===== src/ies_pkg.sv =====
// package: offsets, field positions, codes and reset values of the first event group
package ies_pkg;

  // ==========================================================================
  // host offsets
  localparam logic [4:0] OFF_A_DATA = 5'h01;
  localparam logic [4:0] OFF_B_DATA = 5'h11;
  localparam logic [4:0] OFF_A_EVENT = 5'h03;
  localparam logic [4:0] OFF_B_EVENT = 5'h13;
  localparam logic [4:0] OFF_A_AUX = 5'h09;
  localparam logic [4:0] OFF_B_AUX = 5'h19;
  localparam logic [4:0] OFF_A_TERM = 5'h0f;
  localparam logic [4:0] OFF_B_TERM = 5'h1f;

  // ==========================================================================
  // field positions of the status and enable registers
  localparam int BIT_UNKNOWN = 7;
  localparam int BIT_SECONDARY = 6;
  localparam int BIT_TRIGGER = 5;
  localparam int BIT_END = 4;
  localparam int BIT_CLEAR = 3;
  localparam int BIT_LOST = 2;
  localparam int BIT_OUT_READY = 1;
  localparam int BIT_IN_BYTE = 0;

  // ==========================================================================
  // auxiliary command codes and reset values
  localparam logic [7:0] AUX_VALID = 8'h0f;
  localparam logic [7:0] AUX_NON_VALID = 8'h07;
  localparam logic [7:0] AUX_FINISH = 8'h03;
  localparam logic [7:0] STATUS_RESET = 8'h00;
  localparam logic [7:0] ENABLE_RESET = 8'h00;
  localparam logic [7:0] BYTE_RESET = 8'h00;

  // pick the port A or port B copy of an offset
  function automatic logic [4:0] port_off(input logic sel, input logic [4:0] a,
                                          input logic [4:0] b);
    port_off = sel ? b : a;
  endfunction

endpackage


===== src/ies_flag_if.sv =====
// interface: top logic to the status flag bank
interface ies_flag_if;
  logic [7:0] set_vec;
  logic [7:0] clr_vec;
  logic read_busy;
  logic read_done;
  logic enable_wr;
  logic [7:0] wdata;
  logic [7:0] flags;
  logic [7:0] enable;
  logic [7:0] next_flags;
  modport ctrl (output set_vec, clr_vec, read_busy, read_done, enable_wr, wdata,
                input flags, enable, next_flags);
  modport bank (input set_vec, clr_vec, read_busy, read_done, enable_wr, wdata,
                output flags, enable, next_flags);
endinterface


===== src/ies_flag_bank.sv =====
// module: status flags, read hold-off and write-only enable register
module ies_flag_bank (
  input wire logic clk,
  input wire logic reset,
  ies_flag_if.bank fb
);
  logic [7:0] pend;
  logic [7:0] next_pend;

  // =========================================================================
  // next flag value; sets during a read are parked, set wins over clear
  always_comb begin
    next_pend = pend | fb.set_vec;
    fb.next_flags = (fb.flags & ~fb.clr_vec) | fb.set_vec;
    if (fb.read_busy) begin
      fb.next_flags = fb.flags & ~fb.clr_vec;
    end
    if (fb.read_done) begin
      fb.next_flags = next_pend;
    end
  end

  // flag register
  always_ff @(posedge clk) begin
    if (reset) begin
      fb.flags <= ies_pkg::STATUS_RESET;
    end else begin
      fb.flags <= fb.next_flags;
    end
  end

  // parked sets, emptied when the read finishes
  always_ff @(posedge clk) begin
    if (reset || fb.read_done || !fb.read_busy) begin
      pend <= ies_pkg::STATUS_RESET;
    end else begin
      pend <= next_pend;
    end
  end

  // enable register, write only
  always_ff @(posedge clk) begin
    if (reset) begin
      fb.enable <= ies_pkg::ENABLE_RESET;
    end else if (fb.enable_wr) begin
      fb.enable <= fb.wdata;
    end
  end
endmodule


===== src/ies_pass_through.sv =====
// module: undefined-primary tracking, acceptor stall and pass-through byte
module ies_pass_through (
  input wire logic clk,
  input wire logic reset,
  input wire logic accept,
  input wire logic [7:0] bus_byte,
  input wire logic ucg,
  input wire logic acg,
  input wire logic scg,
  input wire logic tag,
  input wire logic lag,
  input wire logic cmd_defined,
  input wire logic tads,
  input wire logic lads,
  input wire logic tpas,
  input wire logic lpas,
  input wire logic pass_through_on,
  input wire logic address_mode_high,
  input wire logic address_mode_low,
  input wire logic aux_valid,
  input wire logic aux_non_valid,
  output logic unknown_hit,
  output logic secondary_hit,
  output logic hold,
  output logic [7:0] readback
);
  logic undefined_primary_pending;
  logic cmd_group;
  logic undef_hit;
  logic def_hit;

  // =========================================================================
  // command decode; addressed commands count as undefined only when addressed
  assign cmd_group = ucg | (acg & (tads | lads));
  assign undef_hit = cmd_group & ~cmd_defined & accept & pass_through_on;
  assign def_hit = (((ucg | acg) & cmd_defined) | tag | lag) & accept;
  assign unknown_hit = undef_hit | (undefined_primary_pending & scg & accept
                       & pass_through_on);
  assign secondary_hit = address_mode_high & address_mode_low & (tpas | lpas)
                         & scg & accept;

  // undefined-primary tracking state
  always_ff @(posedge clk) begin
    if (reset || !pass_through_on) begin
      undefined_primary_pending <= 1'b0;
    end else if (undef_hit) begin
      undefined_primary_pending <= 1'b1;
    end else if (def_hit) begin
      undefined_primary_pending <= 1'b0;
    end
  end

  // acceptor stall until the host releases it
  always_ff @(posedge clk) begin
    if (reset) begin
      hold <= 1'b0;
    end else if (unknown_hit || secondary_hit) begin
      hold <= 1'b1;
    end else if (aux_valid || aux_non_valid) begin
      hold <= 1'b0;
    end
  end

  // byte kept for the host to inspect
  always_ff @(posedge clk) begin
    if (reset) begin
      readback <= ies_pkg::BYTE_RESET;
    end else if (unknown_hit || secondary_hit) begin
      readback <= bus_byte;
    end
  end
endmodule


===== src/ies_event_one.sv =====
// module: first event status group with enables, pass-through and interrupt
module ies_event_one #(
  parameter logic PORT_SEL = 1'b0
) (
  input wire logic clk,
  input wire logic reset,
  input wire logic [4:0] host_addr,
  input wire logic host_rd,
  input wire logic host_wr,
  input wire logic [7:0] host_wdata,
  output logic [7:0] host_rdata,
  input wire logic [7:0] bus_byte,
  input wire logic tacs,
  input wire logic sgns,
  input wire logic sdys,
  input wire logic sids,
  input wire logic dac,
  input wire logic rfd,
  input wire logic lacs,
  input wire logic acds,
  input wire logic eoi,
  input wire logic ucg,
  input wire logic acg,
  input wire logic scg,
  input wire logic tag,
  input wire logic lag,
  input wire logic cmd_defined,
  input wire logic tads,
  input wire logic lads,
  input wire logic tpas,
  input wire logic lpas,
  input wire logic dtas,
  input wire logic dcas,
  input wire logic pass_through_on,
  input wire logic string_match_allow,
  input wire logic address_mode_high,
  input wire logic address_mode_low,
  input wire logic continuous_mode,
  input wire logic holdoff_mode,
  input wire logic group_two_pending,
  output logic irq,
  output logic acceptor_hold,
  output logic [7:0] pass_through_readback
);
  ies_flag_if fb ();

  logic [4:0] off_event;
  logic [4:0] off_data;
  logic [4:0] off_aux;
  logic [4:0] off_term;
  logic sel_event;
  logic sel_data;
  logic sel_aux;
  logic sel_term;
  logic rd_q;
  logic acds_q;
  logic dtas_q;
  logic dcas_q;
  logic sdys_q;
  logic no_listener_q;
  logic talk_gen_q;
  logic accept;
  logic no_listener;
  logic talk_gen;
  logic data_write;
  logic aux_write;
  logic aux_valid;
  logic aux_non_valid;
  logic aux_finish;
  logic unknown_hit;
  logic secondary_hit;
  logic hold;
  logic [7:0] readback;
  logic [7:0] terminator;
  logic [7:0] set_vec;
  logic [7:0] clr_vec;
  logic [7:0] next_rdata;

  // ==========================================================================
  // address decode for this port copy
  assign off_event = ies_pkg::port_off(PORT_SEL, ies_pkg::OFF_A_EVENT,
                                       ies_pkg::OFF_B_EVENT);
  assign off_data = ies_pkg::port_off(PORT_SEL, ies_pkg::OFF_A_DATA,
                                      ies_pkg::OFF_B_DATA);
  assign off_aux = ies_pkg::port_off(PORT_SEL, ies_pkg::OFF_A_AUX,
                                     ies_pkg::OFF_B_AUX);
  assign off_term = ies_pkg::port_off(PORT_SEL, ies_pkg::OFF_A_TERM,
                                      ies_pkg::OFF_B_TERM);
  assign sel_event = (host_addr == off_event);
  assign sel_data = (host_addr == off_data);
  assign sel_aux = (host_addr == off_aux);
  assign sel_term = (host_addr == off_term);

  // write strobes
  assign data_write = host_wr & sel_data;
  assign aux_write = host_wr & sel_aux;
  assign aux_valid = aux_write & (host_wdata == ies_pkg::AUX_VALID);
  assign aux_non_valid = aux_write & (host_wdata == ies_pkg::AUX_NON_VALID);
  assign aux_finish = aux_write & (host_wdata == ies_pkg::AUX_FINISH);

  // ==========================================================================
  // history of bus states for edge detection
  always_ff @(posedge clk) begin
    if (reset) begin
      acds_q <= 1'b0;
      dtas_q <= 1'b0;
      dcas_q <= 1'b0;
      sdys_q <= 1'b0;
      no_listener_q <= 1'b0;
      talk_gen_q <= 1'b0;
    end else begin
      acds_q <= acds;
      dtas_q <= dtas;
      dcas_q <= dcas;
      sdys_q <= sdys;
      no_listener_q <= no_listener;
      talk_gen_q <= talk_gen;
    end
  end

  // one accept event per byte
  assign accept = acds & ~acds_q;
  assign no_listener = tacs & sdys & dac & rfd;
  assign talk_gen = tacs & sgns;

  // ==========================================================================
  // undefined command tracking and acceptor stall
  ies_pass_through u_pass (
    .clk(clk),
    .reset(reset),
    .accept(accept),
    .bus_byte(bus_byte),
    .ucg(ucg),
    .acg(acg),
    .scg(scg),
    .tag(tag),
    .lag(lag),
    .cmd_defined(cmd_defined),
    .tads(tads),
    .lads(lads),
    .tpas(tpas),
    .lpas(lpas),
    .pass_through_on(pass_through_on),
    .address_mode_high(address_mode_high),
    .address_mode_low(address_mode_low),
    .aux_valid(aux_valid),
    .aux_non_valid(aux_non_valid),
    .unknown_hit(unknown_hit),
    .secondary_hit(secondary_hit),
    .hold(hold),
    .readback(readback)
  );

  // ==========================================================================
  // end-of-string terminator, written by the host
  always_ff @(posedge clk) begin
    if (reset) begin
      terminator <= ies_pkg::BYTE_RESET;
    end else if (host_wr && sel_term) begin
      terminator <= host_wdata;
    end
  end

  // ==========================================================================
  // set conditions, one per flag, independent of enables
  always_comb begin
    set_vec = 8'h00;
    set_vec[ies_pkg::BIT_UNKNOWN] = unknown_hit;
    set_vec[ies_pkg::BIT_SECONDARY] = secondary_hit;
    set_vec[ies_pkg::BIT_TRIGGER] = dtas & ~dtas_q;
    set_vec[ies_pkg::BIT_END] = lacs & accept
      & (eoi | (string_match_allow & (bus_byte == terminator)));
    set_vec[ies_pkg::BIT_CLEAR] = dcas & ~dcas_q;
    set_vec[ies_pkg::BIT_LOST] = (no_listener & ~no_listener_q)
      | (sids & data_write) | (sdys_q & sids);
    set_vec[ies_pkg::BIT_OUT_READY] = talk_gen & ~talk_gen_q;
    set_vec[ies_pkg::BIT_IN_BYTE] = lacs & accept & ~continuous_mode;
  end

  // clear conditions other than the status read
  always_comb begin
    clr_vec = 8'h00;
    clr_vec[ies_pkg::BIT_OUT_READY] = ~talk_gen | data_write;
    clr_vec[ies_pkg::BIT_IN_BYTE] = (host_rd & sel_data)
      | (aux_finish & holdoff_mode);
  end

  // ==========================================================================
  // status read cycle: busy while strobe held, done when it drops
  always_ff @(posedge clk) begin
    if (reset) begin
      rd_q <= 1'b0;
    end else begin
      rd_q <= host_rd & sel_event;
    end
  end

  // flag bank hookup
  assign fb.set_vec = set_vec;
  assign fb.clr_vec = clr_vec;
  assign fb.read_busy = host_rd & sel_event;
  assign fb.read_done = rd_q & ~(host_rd & sel_event);
  assign fb.enable_wr = host_wr & sel_event;
  assign fb.wdata = host_wdata;

  ies_flag_bank u_bank (
    .clk(clk),
    .reset(reset),
    .fb(fb)
  );

  // ==========================================================================
  // read data: status snapshot taken at the start of the read
  always_comb begin
    next_rdata = host_rdata;
    if (host_rd) begin
      next_rdata = 8'h00;
    end
    if (host_rd && sel_event) begin
      next_rdata = rd_q ? host_rdata : fb.flags;
    end
    if (host_rd && sel_aux) begin
      next_rdata = readback;
    end
  end

  // registered read data
  always_ff @(posedge clk) begin
    if (reset) begin
      host_rdata <= ies_pkg::BYTE_RESET;
    end else begin
      host_rdata <= next_rdata;
    end
  end

  // ==========================================================================
  // interrupt output
  always_ff @(posedge clk) begin
    if (reset) begin
      irq <= 1'b0;
    end else begin
      irq <= (|(fb.next_flags & fb.enable))
             | group_two_pending;
    end
  end

  // stall and byte straight from their flops, so the far side sees the stall
  // in the cycle right after the accept and cannot finish the handshake first
  assign acceptor_hold = hold;
  assign pass_through_readback = readback;

endmodule


===== config.mk =====
export PLATFORM = sky130hd
export DESIGN_NAME = ies_event_one
export DESIGN_NICKNAME = d
export VERILOG_FILES = /design/src/ies_pkg.sv /design/src/ies_flag_if.sv /design/src/ies_flag_bank.sv /design/src/ies_pass_through.sv /design/src/ies_event_one.sv
export SDC_FILE = /design/constraint.sdc
export NUM_CORES = 1
export LEC_CHECK = 0
export ABC_AREA = 1
export BUFFER_PORTS_ARGS = -buffer_cell sky130_fd_sc_hd__buf_4
export CAP_MARGIN = 10
export CORE_MARGIN = 2
export CORE_UTILIZATION = 40
export DETAILED_ROUTE_END_ITERATION = 10
export PLACE_DENSITY_LB_ADDON = 0.08
export SETUP_SLACK_MARGIN = 0.3
export SYNTH_ARGS = -nofsm -noshare
export SYNTH_HDL_FRONTEND = slang
export SYNTH_SLANG_ARGS = --single-unit

===== constraint.sdc =====
create_clock -name clk -period 2.9 [get_ports clk]
set_clock_uncertainty 0.05 [all_clocks]
set_input_delay 0.58 -clock clk [delete_from_list [all_inputs] [get_ports clk]]
set_output_delay 0.58 -clock clk [all_outputs]
set_load 0.01 [all_outputs]

==> summary.md, run 1 <==
| Metric | Value |
|---|---|
| Cell row count | `29` |
| Drc violations | `0` |
| First-pass detailed-route iteration total | `4` |
| Port Buffers | `70` |
| Final hold violation count | `0` |
| Detail Placement HPWL | `roughly 5100 um` |
| MaxCap Viol Count | `0` |
| Antenna Nets Post-Route | `0` |
| Worst-path clk slew | `0.06 ns` |
| Area grow syn2layout | `28.25%` |
| Period utilization | `~61%` |
| Final worst path period need | `roughly 1.8 ns` |
| Vias per cell | `~5` |
| Layout cells sized above 1 | `between 20% and 30%` |
| Die X | `about 84 um` |
| Fin. max-slew vios | `0` |
| IO Pins | `between 70 and 80` |
| Switch Pwr | `412.4 uW` |
| Root buffer cell | `clkbuf_8` |
| Initial Util | `~40%` |
| Synthesized area per cell | `about 7 um^2` |
| FF+latch count, synth | `58` |
| CP required | `between 3 and 4 ns` |
| Critical path arrival | `approximately 1.9 ns` |
| Combinational power share | `between 10% and 20%` |
| Total track usage | `between 10% and 20%` |
| Clock tree buffer depth | `2` |
| Setup Total Neg Slack | `0 ns` |
| Via count of the first global-routing pass | `about 2300` |
| Post-CTS resize count | `0` |
| Clk network pwr share | `approximately 38%` |
| Skew-Pair Late Insertion Delay | `0.33 ns` |
| Worst Setup Start Kind | `input pin` |
| Yosys cell types | `27` |
| Power per cell area | `between 500 and 600 mW/mm^2` |
| Measured slew at the worst slew-check pin | `0.8270 ns` |
| RePlAce Congestion | `a little over 0.8` |
| TritonCTS buffer count | `9` |
| Top_reg_cell synth | `dfxtp_1` |
| CTS Sinks | `58` |
| Final wirelength | `between 6000 and 7000 um` |
| ANT cells | `0` |
| RSZ-0062 raised after global routing | `false` |
| Synth Net Count | `roughly 420` |
| YS warnings | `0` |
| Tot Pwr | `around 1700 uW` |
| TritonCTS clock tree | `built` |
| Internal power | `1264 uW` |
| Cells after synthesis | `approximately 370` |
| Fillcell total | `between 600 and 700` |
| H-Tree Depth | `3` |
| Setup crit end kind | `flip-flop` |
| Post-CTS Setup Repair Bufs | `0` |
| Antenna violations before repair | `0` |
| Max-slew headroom | `44.81%` |
| Largest net degree at the start of global routing | `34` |
| P_leak | `about 0.0016 uW` |
| Final nets | `496` |
| WL/cell | `~13 um` |
| First-pass GRT wire length | `around 11000 um` |
| Vias | `~2600` |
| Crit path kind | `input pin to flip-flop` |
| Die area | `roughly 0.007 mm^2` |
| Number of flops mapped to enable cells by yosys | `0` |
| Die Ht | `between 80 and 90 um` |
| Register area share after synthesis | `around 45%` |
| Net Sw Frac | `around a quarter` |
| Core Area | `0.006314 mm^2` |
| Worst vdd ir | `0.3184 mV` |
| HP Class | `input pin to flip-flop` |
| Async set-reset flop share out of synthesis | `0%` |
| Number of DRC markers in iteration 0 | `about 110` |
| Hold Buf Count CTS | `0` |
| Status | `finished, final reports clean` |
| Reg power frac | `between 50% and 60%` |
| Global route overflow | `0` |
| Crit-path max FO | `4` |
| Final setup fails | `0` |
| Synthesized area | `0.002582 mm^2` |
| Fmax | `563.0 MHz` |
worst max-delay path: stages:
cell and delay (ns):
buf_4 0.11, inv_1 0.14, nand3_1 0.11, nor3_1 0.35
nand2_1 0.10, nand2_1 0.09, nand2_1 0.06, nand3_1 0.07
nand2_1 0.05, nor2_1 0.07, nand3_1 0.07, nor2_1 0.09
nor2_1 0.04
area by class of cell:
class,count,area (um^2),area share [%]
Tap cell,77,96.34,2.909
Inverter,47,176.4,5.327
Clock buffer,13,158.9,4.798
Multi-Input combinational cell,257,1194,36.04
Sequential cell,58,1161,35.06
Timing Repair Buffer,70,525.5,15.87
through the flow:
| step | utilization [%] | hold slack (ns) | cells | worst slack (ns) | area [um^2] |
|---|---|---|---|---|---|
| 6_report | 52.46 | 0.4141 | 522 | 1.124 | 3312 |
| 4_1_cts | 52.46 | 0.4033 | 522 | 1.129 | 3312 |
| 3_5_place_dp | 49.94 | 0.4037 | 509 | 0.7817 | 3153 |
| 5_1_grt | 52.46 | 0.4278 | 522 | 0.8897 | 3312 |
| 2_1_floorplan | - | 0.3770 | 371 | 1.217 | 2582 |
| 3_3_place_gp | 49.94 | 0.3904 | 509 | 0.7672 | 3153 |
cell usage in the layout (no fill, tap or decap), drive strengths merged:
cell and instances:
nor2 74, buf 70, a21boi 1, a21oi 21
o21ai 40, clkbuf 13, nand3b 4, nand4 3
nor3 3, xnor2 1, nand2 71, dfxtp 58
nor4 1, nand3 28, a31oi 8, xor2 1
inv 47, o21a 1
state kept, by name, summed over array words and instances, names as in the netlist, 8 cells and up:
register / count
u_bank.fb.enable: 8
terminator: 8
host_rdata: 8
u_pass.readback: 8
u_bank.fb.flags: 8
u_bank.pend: 8
power by group through the flow:
| stage | logic [uW] | registers (uW) | clock network (uW) |
|---|---|---|---|
| 3_3_place_gp | 199 | 859 | 0 |
| 2_1_floorplan | 94.9 | 860 | 0 |
| 4_1_cts | 202 | 842 | 646 |
| 6_report | 201 | 842 | 634 |
| 3_5_place_dp | 202 | 859 | 0 |
| 5_1_grt | 227 | 845 | 688 |
routing by layer:
layer  vias to the layer above  global-route usage [%]  share of wire [%]
met4                         0                   8.081                1.6
met5                         -                       0                  0
met1                      1139                   25.91                 47
li1                       1333                       -                  -
met2                        79                   30.66                 46
met3                         9                   4.720                5.7
cells by family after synthesis:
family | Yosys count | share of synthesized area, %
xor gates and xnor gates | 2 | 0.6784
DFF | 58 | 44.96
and+or+nand+nor | 184 | 31.06
buffers and inverters | 56 | 8.818
AOI/OAI and AO/OA | 71 | 14.49
cells in the mapped netlist, types with 2 or more instances:
cell type,number,area share [%]
nand3b_1,4,1.2
o21ai_0,40,7.8
buf_1,2,0.29
dfxtp_1,58,45
clkbuf_1,3,0.44
nand2_1,70,10
a31oi_1,8,1.9
buf_6,2,0.87
nand3_1,27,5.2
nand4_1,2,0.48
buf_2,2,0.39
nor3_1,3,0.58
inv_1,44,6.4
a21oi_1,20,3.9
inv_2,3,0.44
nor2_1,72,10
path summary, 6_finish.rpt:
| path | startpoint | end | slack, ns | cells after the start |
|---|---|---|---|---|
| max | host_addr[4] | irq | 1.12 | 13 |
| min | dtas | dtas_q | 0.41 | 3 |
| max reg2reg | acds_q | u_pass.readback[5] | 1.24 | 9 |
| min reg2reg | u_bank.pend[4] | u_bank.pend[4] | 0.42 | 2 |
(Power assumes the default switching activity.)
==> inputs of run 2 (changes only) <==
==> constraint.sdc (replaced) <==
create_clock -name clk -period 1.84 [get_ports clk]
set_clock_uncertainty 0.05 [all_clocks]
set_input_delay 0.368 -clock clk [delete_from_list [all_inputs] [get_ports clk]]
set_output_delay 0.368 -clock clk [all_outputs]
set_load 0.01 [all_outputs]
==> run 2 against run 1 <==
Sequential power grew 58%. Hold slack got worse by 0.21 ns. Via count decreased by 1.1%. Clock-buffer cell count unchanged. Die area stayed put. Register-to-register slack lost 0.85 ns. Critical endpoint unchanged.
==> summary.md, run 2 (synthesis results as in run 1) <==
| Metric | Value |
|---|---|
| Commonest cells after routing, fill and taps aside | `79 x buf_4, 68 x nor2_1, 61 x nand2_1` |
| Skew-Pair Late Insertion Delay | `0.33 ns (about the same)` |
| Setup crit end | `irq` |
| Worst-path cell chain | `inv_2 > nand2_2 > nand2_1 > inv_1 > nand2_1 > nor2_2 > nand3_2 > nand2_2 > nand3_2 > nand2_2 > nand2_2 > nor2_2 > nor2_1 > nor2_1` |
| Detail Placement HPWL | `5053 um (-0.25%)` |
| Final setup fails | `0 (unchanged)` |
| WHS | `0.2043 ns (-0.2098 ns)` |
| CP max stage cell | `dfxtp_2` |
| Crit path kind | `flip-flop to flip-flop` |
| Final worst path period need | `between 1 and 1.5 ns` |
| Capturing point of the worst reg2reg path | `irq` |
| ANT cells | `0 (unchanged)` |
| Fin worst setup slack | `0.3872 ns (-0.7367 ns)` |
| Critical path arrival | `1.67 ns (-0.27 ns)` |
| TritonCTS clock tree | `built` |
| RSZ-0062 raised after global routing | `true` |
| Slowest cell delay on critical path | `0.33 ns (-0.02 ns)` |
| Layout cells sized above 1 | `27.69% (+7.2 points)` |
| WL/cell | `12.68 um (-2.0%)` |
| Total track usage | `19.66% (+0.10 points)` |
| Final hold violation count | `0 (unchanged)` |
| Initial Util | `40.90% (unchanged)` |
| HP Class | `input pin to flip-flop` |
| Worst vdd ir | `0.3966 mV (+25%)` |
| Flop2flop setup slack | `0.39 ns (-0.85 ns)` |
| Via count of the first global-routing pass | `2273 (-2.2%)` |
| RePlAce Congestion | `0.8916 (+7.2%)` |
| MaxCap Viol Count | `0 (unchanged)` |
| Crit-path max FO | `2 (-2)` |
| Reg area | `0.001165 mm^2 (+0.32%)` |
| Clock tree buffer depth | `2 (unchanged)` |
| Fin. max-slew vios | `0 (unchanged)` |
| Setup crit end kind | `flip-flop` |
| Max-slew headroom | `71.52% (+27 points)` |
| CP top delay family | `simple AND/OR/NAND/NOR gates` |
| Final wirelength | `6745 um (about the same)` |
| Die area | `0.007115 mm^2 (unchanged)` |
| Root buffer cell | `clkbuf_8` |
| Global route overflow | `0 (unchanged)` |
| Worst Setup Start Kind | `flip-flop` |
| IO Pins | `71 (unchanged)` |
| First-pass GRT wire length | `10900 um (-1.0%)` |
| Pre-CTS WS | `-0.05918 ns (-0.8409 ns)` |
| Die X | `84.35 um (unchanged)` |
| Reg2Reg Depth | `14 (+5)` |
| Period utilization | `around four fifths` |
| Final nets | `506 (+2.0%)` |
| Port Buffers | `70 (unchanged)` |
| R2R Path Start | `terminator[3]` |
| TritonCTS buffer count | `9 (unchanged)` |
| Cell row count | `29 (unchanged)` |
| Antenna Nets Post-Route | `0 (unchanged)` |
| First-pass detailed-route iteration total | `4 (unchanged)` |
| Drc violations | `0 (unchanged)` |
| H-Tree Depth | `3 (unchanged)` |
| Status | `finished, final reports clean` |
| Buf+Inv Stages, Crit Path | `2 (unchanged)` |
| Antenna violations before repair | `0 (unchanged)` |
| CP required | `2.06 ns (-1.01 ns)` |
| Measured slew at the worst slew-check pin | `0.4271 ns (-0.3999 ns)` |
| Die Ht | `84.35 um (unchanged)` |
| Core Area | `0.006314 mm^2 (unchanged)` |
| Fmax | `between 600 and 700 MHz` |
| Area grow syn2layout | `34.98%` |
| P_leak | `0.001616 uW (+3.6%)` |
| Most common cell on crit path | `nand2_2` |
| Crit path from | `terminator[3]` |
| Area of the multi-input gates | `0.001290 mm^2 (+8.1%)` |
| Critical path depth | `14 (+1)` |
| Vias per cell | `4.759 (-3.0%)` |
| Power per cell area | `764.6 mW/mm^2 (+51%)` |
| Largest net degree at the start of global routing | `34 (unchanged)` |
| Worst-path clk slew | `0.06 ns (about the same)` |
| CTS Sinks | `58 (unchanged)` |
| Commonest non-fill, non-tap cell in the layout | `buf_4` |
| Fillcell total | `647 (+1.6%)` |
| Number of DRC markers in iteration 0 | `117 (+11%)` |
| Vias | `2532 (-1.1%)` |
run 2: cell count changes in the layout (fill, tap and decap cells not counted), sizes merged:
| cell | delta |
|---|---|
| buf | +9 |
| nand4 | +1 |
| inv | -1 |
| clkinvlp | +1 |
run 2: worst register-to-register path, delay by kind of cell, from the launching register on:
| family | cells | cell delay [ns] |
|---|---|---|
| buffers and inverters | 2 | 0.09 |
| DFF | 1 | 0.33 |
| and+or+nand+nor | 12 | 0.92 |
run 2: how the worst min path moves through the flow:
stage	from	endpoint	slack (ns)	cells past startpoint
after floorplan	u_bank.pend[6]	u_bank.pend[6]	0.38	2
after global placement	u_bank.pend[6]	u_bank.pend[6]	0.39	2
after detailed placement	u_bank.pend[6]	u_bank.pend[6]	0.40	2
after CTS	dtas	dtas_q	0.20	3
after global routing	sdys	sdys_q	0.21	3
final	dtas	dtas_q	0.20	3
run 2: cell type report:
| class | count | area share (%) |
|---|---|---|
| inverters | 47 | 5.240 |
| repair buffers | 79 | 17.01 |
| well taps | 77 | 2.764 |
| clock buffers | 13 | 4.558 |
| multi-input cells | 258 | 37.01 |
| flip-flops and latches | 58 | 33.42 |
run 2: report_power, final:
part           leakage (uW)  switching, uW  internal (uW)
sequential         0.000474           27.4           1300
combinational       0.00106            178            164
clock             0.0000815            455            541
total               0.00162            661           2000
run 2: routing by layer:
metal	vias to the layer above	global-route usage [%]	part of all wire, %	wire length, um
li1	1353	-	-	-
met1	1103	26.18	48	3211
met2	69	30.95	45	3062
met3	7	4.916	5.9	399
met4	0	7.359	1.1	72
met5	-	0	0	0
run 2: repair_timing:
action                                 CTS  global route
endpoints found under the hold margin    0             0
pin swaps                                0            16
hold buffers                             0             0
setup endpoints to repair                1             9
gates resized for setup                  2            30
gates cloned                             0             1
setup buffers                            0             4
run 2: metrics by stage:
step / power, uW / std cells / utilization [%] / TNS (ns) / area [um^2]
2_1_floorplan: 1504 / 371 / - / 0 / 2582
3_5_place_dp: 1675 / 514 / 50.54 / -0.05918 / 3191
6_report: 2665 / 532 / 55.21 / 0 / 3486
3_3_place_gp: 1672 / 514 / 50.54 / -0.02243 / 3191
4_1_cts: 2669 / 527 / 53.17 / 0 / 3357
5_1_grt: 2797 / 532 / 55.21 / 0 / 3486
